**src/core/cse_cfg.svh**
```systemverilog
`ifndef CSE_CFG_SVH
`define CSE_CFG_SVH

// Register port offsets
`define CSE_REG_ACC 2'h0
`define CSE_REG_FLAGS 2'h1
`define CSE_REG_STATUS 2'h2

// Flag field positions
`define CSE_FLAG_Z 0
`define CSE_FLAG_C 1
`define CSE_FLAG_AC 2
`define CSE_FLAG_OV 3

// Status field positions
`define CSE_STAT_SKIP 0
`define CSE_STAT_BUSY 1
`define CSE_STAT_LAST_LSB 4

// Reset values
`define CSE_ACC_RST 8'h00
`define CSE_FLAGS_RST 4'h0
`define CSE_BYTE_RST 8'h00

// Step for increment and decrement
`define CSE_ONE 8'h01

`endif

```
**src/core/cse_pkg.sv**
```systemverilog
package cse_pkg;

    typedef enum logic [3:0] {
        CSE_OP_OTHER = 4'h0,
        CSE_OP_CEQ_IMM = 4'h1,
        CSE_OP_CEQ_MEM = 4'h2,
        CSE_OP_CNE_MEM = 4'h3,
        CSE_OP_CNE_IMM = 4'h4,
        CSE_OP_CLR_IO = 4'h5,
        CSE_OP_SET_IO = 4'h6,
        CSE_OP_CLR_MEM = 4'h7,
        CSE_OP_SET_MEM = 4'h8,
        CSE_OP_INC_A = 4'h9,
        CSE_OP_DEC_A = 4'ha,
        CSE_OP_INC_MEM = 4'hb,
        CSE_OP_DEC_MEM = 4'hc
    } cse_op_t;

    typedef enum logic [2:0] {
        CSE_ST_IDLE = 3'h1,
        CSE_ST_READ = 3'h2,
        CSE_ST_EXEC = 3'h4
    } cse_state_t;

endpackage

```
**src/core/cse_alu_if.sv**
```systemverilog
`timescale 1ns/1ps
`default_nettype none

interface cse_alu_if;
    logic [7:0] a;
    logic [7:0] b;
    logic sub;
    logic [7:0] res;
    logic [3:0] flags;

    modport core (output a, output b, output sub, input res, input flags);
    modport alu (input a, input b, input sub, output res, output flags);
endinterface

`default_nettype wire

```
**src/core/cse_exec.sv**
```systemverilog
// How it works
// - Equal-compare with an immediate skips the next instruction when acc equals it.
// - Equal-compare with a memory byte skips the next instruction when acc equals it.
// - Unequal-compare with a memory byte skips the next instruction when they differ.
// - Unequal-compare with an immediate skips the next instruction when they differ.
// - Every compare sets zero, carry, auxiliary carry and overflow as for acc minus operand.
// - Clear-test on an IO bit skips when that bit is low and keeps all flags.
// - Set-test on an IO bit skips when that bit is high and keeps all flags.
// - Clear-test on a memory bit skips when that bit is zero and keeps all flags.
// - Set-test on a memory bit skips when that bit is one and keeps all flags.
// - Increment of acc writes back, sets all four flags and skips on a zero result.
// - Decrement of acc writes back, sets all four flags and skips on a zero result.
// - Increment of memory stores back, sets all four flags and skips on a zero result.
// - Decrement of memory stores back, sets all four flags and skips on a zero result.
//
// Added by the designer: the strobed register port and the placing of the registers.
`timescale 1ns/1ps
`default_nettype none
`include "cse_cfg.svh"

module cse_exec (
    input wire logic sys_clk,
    input wire logic resetn,
    input wire logic op_valid,
    input wire cse_pkg::cse_op_t op_code,
    input wire logic [7:0] op_imm,
    input wire logic [7:0] op_addr,
    input wire logic [2:0] op_bit,
    output logic op_ready,
    output logic op_done,
    output logic op_skipped,
    output logic [7:0] mem_addr,
    output logic mem_rd,
    input wire logic [7:0] mem_rdata,
    output logic mem_wr,
    output logic [7:0] mem_wdata,
    output logic [7:0] io_addr,
    output logic io_rd,
    input wire logic [7:0] io_rdata,
    input wire logic [1:0] reg_addr,
    input wire logic [7:0] reg_wdata,
    input wire logic reg_wr,
    input wire logic reg_rd,
    output logic [7:0] reg_rdata,
    output logic [7:0] acc,
    output logic [3:0] flags
);

    // Operand comes from data memory
    function automatic logic uses_mem(input cse_pkg::cse_op_t op);
        case (op)
            cse_pkg::CSE_OP_CEQ_MEM,
            cse_pkg::CSE_OP_CNE_MEM,
            cse_pkg::CSE_OP_CLR_MEM,
            cse_pkg::CSE_OP_SET_MEM,
            cse_pkg::CSE_OP_INC_MEM,
            cse_pkg::CSE_OP_DEC_MEM: begin
                uses_mem = 1'b1;
            end
            default: begin
                uses_mem = 1'b0;
            end
        endcase
    endfunction

    // Operand comes from an IO port
    function automatic logic uses_io(input cse_pkg::cse_op_t op);
        case (op)
            cse_pkg::CSE_OP_CLR_IO,
            cse_pkg::CSE_OP_SET_IO: begin
                uses_io = 1'b1;
            end
            default: begin
                uses_io = 1'b0;
            end
        endcase
    endfunction

    cse_pkg::cse_state_t state;
    cse_pkg::cse_state_t next_state;
    cse_pkg::cse_op_t cur_op;
    logic [7:0] cur_imm;
    logic [2:0] cur_bit;
    logic skip_pending;
    logic [3:0] last_op;

    cse_alu_if alu_bus ();

    cse_alu u_alu (
        .bus(alu_bus.alu)
    );

    // Request decode
    wire accept = op_ready & op_valid;
    wire drop_now = accept & skip_pending;
    wire run_now = accept & ~skip_pending;
    wire in_group = (op_code != cse_pkg::CSE_OP_OTHER);
    wire in_mem = uses_mem(op_code);
    wire in_io = uses_io(op_code);
    wire start_read = run_now & (in_mem | in_io);
    wire start_exec = run_now & in_group & ~in_mem & ~in_io;
    wire pass_other = run_now & ~in_group;
    wire in_exec = (state == cse_pkg::CSE_ST_EXEC);

    // Current operation decode
    wire cur_mem = uses_mem(cur_op);
    wire cur_io = uses_io(cur_op);
    wire op_ceq_imm = (cur_op == cse_pkg::CSE_OP_CEQ_IMM);
    wire op_ceq_mem = (cur_op == cse_pkg::CSE_OP_CEQ_MEM);
    wire op_cne_mem = (cur_op == cse_pkg::CSE_OP_CNE_MEM);
    wire op_cne_imm = (cur_op == cse_pkg::CSE_OP_CNE_IMM);
    wire op_clr_io = (cur_op == cse_pkg::CSE_OP_CLR_IO);
    wire op_set_io = (cur_op == cse_pkg::CSE_OP_SET_IO);
    wire op_clr_mem = (cur_op == cse_pkg::CSE_OP_CLR_MEM);
    wire op_set_mem = (cur_op == cse_pkg::CSE_OP_SET_MEM);
    wire op_inc_a = (cur_op == cse_pkg::CSE_OP_INC_A);
    wire op_dec_a = (cur_op == cse_pkg::CSE_OP_DEC_A);
    wire op_inc_mem = (cur_op == cse_pkg::CSE_OP_INC_MEM);
    wire op_dec_mem = (cur_op == cse_pkg::CSE_OP_DEC_MEM);
    wire op_cmp = op_ceq_imm | op_ceq_mem | op_cne_mem | op_cne_imm;
    wire op_step_a = op_inc_a | op_dec_a;
    wire op_step_mem = op_inc_mem | op_dec_mem;
    wire op_step = op_step_a | op_step_mem;
    wire op_inc = op_inc_a | op_inc_mem;

    // Operand selection
    wire [7:0] operand = cur_io ? io_rdata : (cur_mem ? mem_rdata : cur_imm);
    wire sel_bit = operand[cur_bit];
    wire same = (acc == operand);

    // Subtractor and incrementer share one adder
    assign alu_bus.a = op_step_mem ? operand : acc;
    assign alu_bus.b = op_step ? `CSE_ONE : operand;
    assign alu_bus.sub = ~op_inc;
    wire result_zero = alu_bus.flags[`CSE_FLAG_Z];

    // Skip decision per operation
    wire skip_ceq = (op_ceq_imm | op_ceq_mem) & same;
    wire skip_cne = (op_cne_mem | op_cne_imm) & ~same;
    wire skip_io = (op_clr_io & ~sel_bit) | (op_set_io & sel_bit);
    wire skip_mem = (op_clr_mem & ~sel_bit) | (op_set_mem & sel_bit);
    wire skip_step = op_step & result_zero;
    wire take_skip = skip_ceq | skip_cne | skip_io | skip_mem | skip_step;

    // Write-back decisions
    wire flag_upd = in_exec & (op_cmp | op_step);
    wire acc_upd = in_exec & op_step_a;
    wire mem_upd = in_exec & op_step_mem;

    // Register port decode
    wire wr_acc = reg_wr & (reg_addr == `CSE_REG_ACC);
    wire wr_flags = reg_wr & (reg_addr == `CSE_REG_FLAGS);
    wire busy = ~op_ready;
    wire [7:0] status_word = {last_op, 2'b00, busy, skip_pending};
    wire [7:0] rd_word = (reg_addr == `CSE_REG_ACC) ? acc :
                         (reg_addr == `CSE_REG_FLAGS) ? {4'h0, flags} :
                         (reg_addr == `CSE_REG_STATUS) ? status_word : `CSE_BYTE_RST;

    // Next values
    wire [7:0] next_acc = acc_upd ? alu_bus.res : (wr_acc ? reg_wdata : acc);
    wire [3:0] next_flags = flag_upd ? alu_bus.flags : (wr_flags ? reg_wdata[3:0] : flags);
    wire next_skip = drop_now ? 1'b0 : (in_exec ? take_skip : skip_pending);
    wire next_done = drop_now | pass_other | in_exec;
    wire next_ready = (next_state == cse_pkg::CSE_ST_IDLE);
    wire [7:0] next_rdata = reg_rd ? rd_word : `CSE_BYTE_RST;

    always_comb begin
        next_state = state;
        case (state)
            cse_pkg::CSE_ST_IDLE: begin
                if (start_read) begin
                    next_state = cse_pkg::CSE_ST_READ;
                end else if (start_exec) begin
                    next_state = cse_pkg::CSE_ST_EXEC;
                end
            end
            cse_pkg::CSE_ST_READ: begin
                next_state = cse_pkg::CSE_ST_EXEC;
            end
            cse_pkg::CSE_ST_EXEC: begin
                next_state = cse_pkg::CSE_ST_IDLE;
            end
            default: begin
                next_state = cse_pkg::CSE_ST_IDLE;
            end
        endcase
    end

    // Sequencer and handshake
    always_ff @(posedge sys_clk) begin
        if (!resetn) begin
            state <= cse_pkg::CSE_ST_IDLE;
            op_ready <= 1'b0;
            op_done <= 1'b0;
            op_skipped <= 1'b0;
            skip_pending <= 1'b0;
        end else begin
            state <= next_state;
            op_ready <= next_ready;
            op_done <= next_done;
            op_skipped <= drop_now;
            skip_pending <= next_skip;
        end
    end

    // Latched instruction fields
    always_ff @(posedge sys_clk) begin
        if (!resetn) begin
            cur_op <= cse_pkg::CSE_OP_OTHER;
            cur_imm <= `CSE_BYTE_RST;
            cur_bit <= 3'h0;
            last_op <= 4'h0;
        end else if (run_now) begin
            cur_op <= op_code;
            cur_imm <= op_imm;
            cur_bit <= op_bit;
            last_op <= op_code;
        end
    end

    // Memory and IO strobes
    always_ff @(posedge sys_clk) begin
        if (!resetn) begin
            mem_addr <= `CSE_BYTE_RST;
            io_addr <= `CSE_BYTE_RST;
            mem_rd <= 1'b0;
            io_rd <= 1'b0;
        end else begin
            mem_rd <= start_read & in_mem;
            io_rd <= start_read & in_io;
            if (start_read & in_mem) begin
                mem_addr <= op_addr;
            end
            if (start_read & in_io) begin
                io_addr <= op_addr;
            end
        end
    end

    // Memory write-back
    always_ff @(posedge sys_clk) begin
        if (!resetn) begin
            mem_wr <= 1'b0;
            mem_wdata <= `CSE_BYTE_RST;
        end else begin
            mem_wr <= mem_upd;
            mem_wdata <= mem_upd ? alu_bus.res : mem_wdata;
        end
    end

    // Accumulator, flags and register read port
    always_ff @(posedge sys_clk) begin
        if (!resetn) begin
            acc <= `CSE_ACC_RST;
            flags <= `CSE_FLAGS_RST;
            reg_rdata <= `CSE_BYTE_RST;
        end else begin
            acc <= next_acc;
            flags <= next_flags;
            reg_rdata <= next_rdata;
        end
    end

endmodule

`default_nettype wire

```
**src/core/cse_alu.sv**
```systemverilog
`timescale 1ns/1ps
`default_nettype none
`include "cse_cfg.svh"

module cse_alu (
    cse_alu_if.alu bus
);

    // Add or subtract with carry or borrow in the top bit
    function automatic logic [8:0] arith(input logic [7:0] x, input logic [7:0] y,
                                         input logic sub);
        arith = sub ? ({1'b0, x} - {1'b0, y}) : ({1'b0, x} + {1'b0, y});
    endfunction

    wire [8:0] full = arith(bus.a, bus.b, bus.sub);
    wire [8:0] low_nib = arith({4'h0, bus.a[3:0]}, {4'h0, bus.b[3:0]}, bus.sub);
    wire sign_a = bus.a[7];
    wire sign_b = bus.b[7];
    wire sign_r = full[7];
    wire ov_add = ~(sign_a ^ sign_b) & (sign_r ^ sign_a);
    wire ov_sub = (sign_a ^ sign_b) & (sign_r ^ sign_a);

    assign bus.res = full[7:0];
    assign bus.flags[`CSE_FLAG_Z] = (full[7:0] == 8'h00);
    assign bus.flags[`CSE_FLAG_C] = full[8];
    assign bus.flags[`CSE_FLAG_AC] = low_nib[4];
    assign bus.flags[`CSE_FLAG_OV] = bus.sub ? ov_sub : ov_add;

endmodule

`default_nettype wire

```
**config.mk**
```make
export PLATFORM = sky130hd
export DESIGN_NAME = cse_exec
export DESIGN_NICKNAME = d
export VERILOG_FILES = /design/src/core/cse_pkg.sv /design/src/core/cse_alu_if.sv /design/src/core/cse_exec.sv /design/src/core/cse_alu.sv
export VERILOG_INCLUDE_DIRS = /design/src /design/src/core
export SDC_FILE = /design/constraint.sdc
export NUM_CORES = 1
export LEC_CHECK = 0
export BUFFER_PORTS_ARGS = -buffer_cell sky130_fd_sc_hd__buf_2
export CAP_MARGIN = 0
export CORE_ASPECT_RATIO = 1.25
export CORE_UTILIZATION = 55
export DETAILED_ROUTE_END_ITERATION = 16
export PLACE_DENSITY = 0.81
export SLEW_MARGIN = 20
export SYNTH_ARGS = -nofsm -noshare
export SYNTH_HDL_FRONTEND = slang
export SYNTH_HIERARCHICAL = 1
export SYNTH_SLANG_ARGS = --single-unit
```
**constraint.sdc**
```tcl
create_clock -name sys_clk -period 9.6 [get_ports sys_clk]
set_clock_uncertainty 0.05 [all_clocks]
set_input_delay 0.96 -clock sys_clk [delete_from_list [all_inputs] [get_ports sys_clk]]
set_output_delay 0.96 -clock sys_clk [all_outputs]
set_load 0.03 [all_outputs]
```
==> out/results.tsv <==
metric	value	unit
hold_start	mem_wdata[3]	
die_h	102	microns
yosysWarnings	6	
r2r_cells	22	
grt_setup_unrepaired	no	
crit_chain	clkinv_1 > nand3_1 > a31oi_1 > or3_1 > inv_1 > ha_1 > nand2_1 > nor3_1 > nor2_1 > xnor2_1 > ha_1 > inv_2 > nor3_2 > a221oi_2 > xnor2_1 > nor4b_2 > inv_1 > a21oi_1 > a21oi_1 > o211ai_1 > mux2i_1 > o211ai_1	
core_area	7790	sq um
layout_common_cells	buf_2 (103), nand2_1 (95), dfxtp_1 (69)	
hold_end	mem_wdata[3]	
grt_pass1_vias	3930	
netlist_instances	550	
gp_congestion	0.966	
clk_pin_slew	0.08	ns
grt_max_degree	61	
p_leak	2.26	nW
io_buffers	103	
wl_per_cell	15.4	microns
ff2ff_setup_slack	4.00	ns
ys_ff_latch	69	
synth_area	4400	sq um
path_delay_family	simple AND/OR/NAND/NOR gates	
hold_viol_final	0	
cts.sinks	69	
cts_root_buf	clkbuf_8	
grt_overflow	0	
grt_pass1_wl	18000	microns
synth_nets	614	
preCtsSetupSlack	4.17	ns
ios	104	
max_freq	179	MHz
post-route-drc-count	0	
tns	0	ns
layout_commonest_cell	buf_2	
avgSynthCellArea	8.00	sq um
ys_async_sr_fraction	0	%
fin_ws	4.00	ns
hold_depth	2	
hpwl	8350	microns
clk_latency	0.35	ns
cts_hold_buf	0	
area_growth	16.9	%
start_util	56.4	%
dr.pass1.iters	5	
worstPathRequired	9.82	ns
status	completed	
total_power	762	uW
cts_resized	0	
hp-class	reg -> reg	
avgViaCountPerCell	5.89	
num_vias	4304	
postCtsSetupBuffers	0	
antenna_found_initial	0	
cp-end-kind	flip-flop	
synth_flop_cell	dfxtp_1	
critPathBufInv	4	
slowest_stage	dfxtp_1	
final_nets	696	
tightest_slew	1.11	ns
fin_crit_sh	58.3	%
synth.distinct_cells	59	
ys_seq_area_share	31.4	%
antenna_cells	0	
grt_use_total	28.0	%
criticalPathCategory	reg -> reg	
final_core_util	66.0	%
routed_wl	11300	microns
dieArea	8360	sq um
relSlewSlack	26.1	%
h-tree-depth	3	
drt_iter0_drc	196	
synth_area_leaders	dfxtp_1 (31%), mux2i_1 (8.6%), nand2_1 (8.1%)	
std_cell_rows	36	
synth_top_area_share	31.4	%
ant_nets	0	
clk_path_buf_depth	2	
max-vdd-ir-drop	119	uV
crit_arrival	5.82	ns
r2r-start	last_op[2]	
synth_edf_count	0	
cap_violations	0	
fin_crit	5.60	ns
drv_slew	0	
fin_hold_ws	0.420	ns
die_w	82.0	microns
drive_above_1_share	22.6	%
cts_tree	built	
setup_violations	0	
synth_largest_area_cell	dfxtp_1	
cts_buffers	9	
power_density	148	nW/um^2
start_kind	flip-flop	
rr_endpoint	skip_pending	
critPathMaxStageDelay	1.06	ns
cp_max_fo	34	
[area by class of cell]
cell class | instances | area (sq um)
Multi-Input combinational cell | 427 | 2800
Fill cell | 691 | 2650
Sequential cell | 69 | 1380
Timing Repair Buffer | 105 | 531
Clock buffer | 9 | 124
Tap cell | 95 | 119
Clock inverter | 6 | 113
Inverter | 20 | 75.1
[where the power goes]
part	switching (mW)	leakage (nW)	total (mW)	internal, mW
Combinational	0.106	1.59	0.176	0.0701
Sequential	0.0130	0.559	0.307	0.294
Clock	0.108	0.119	0.280	0.171
[cells by family after synthesis]
| family | after synthesis | share of synthesized area, % |
|---|---|---|
| compound gates | 119 | 20.9 |
| xor+xnor | 23 | 4.58 |
| fa+ha+maj | 10 | 3.02 |
| buf+inv | 54 | 4.95 |
| flops | 69 | 31.4 |
| mux | 39 | 8.90 |
| simple gates | 236 | 26.2 |
[worst max-delay path by stage]
stage	from	end	slack, ns	depth (start not counted)
after floorplan	last_op[1]	skip_pending	4.94	23
after global placement	last_op[2]	skip_pending	4.34	19
after detailed placement	last_op[2]	skip_pending	4.17	19
after CTS	last_op[2]	skip_pending	4.12	22
after global routing	last_op[2]	skip_pending	3.52	21
final	last_op[2]	skip_pending	4.00	22
[tightest hold or removal path, cell delays in order (launching register included)]
cell and delay, ns:
dfxtp_1 0.31, nand2_1 0.05, a21boi_0 0.07
[cells in the mapped netlist, drive strengths merged (2+ instances only)]
master,instances
o22ai,2
nand3,22
clkbuf,23
buf,11
nand2,95
nand4,3
dfxtp,69
o21bai,3
o211ai,6
inv,19
xor2,12
nand3b,5
nor4b,2
nor4,3
a211oi,2
or3,3
nor2,44
nor3,8
or2,3
o21ai,16
mux2i,38
o211a,12
xnor2,11
and2,6
a21oi,15
a32oi,8
ha,9
o32ai,9
a21boi,23
a221o,8
a31oi,8
and3,3
o21a,2
nor3b,4
nor2b,26
nand2b,6
[per-layer routing]
layer	wire length [microns]	global-route usage, %
met4	467	15.9
met3	728	6.25
met5	0	0
met2	5530	47.4
met1	4540	32.0
[state kept, by name, indices dropped and copies added, names as in the netlist]
signal        cells
acc               8
cur_imm           8
io_addr           8
mem_addr          8
mem_wdata         8
reg_rdata         8
flags             4
last_op           4
cur_bit           3
state             3
io_rd             1
mem_rd            1
mem_wr            1
op_done           1
op_ready          1
op_skipped        1
skip_pending      1
[metrics by stage]
stage | cell area, sq um | std cells
finish | 5140 | 731
global route | 5140 | 731
CTS | 5130 | 730
detailed placement | 4900 | 715
global placement | 4900 | 715
floorplan | 4400 | 550
Power figures use the tool's default switching activity.
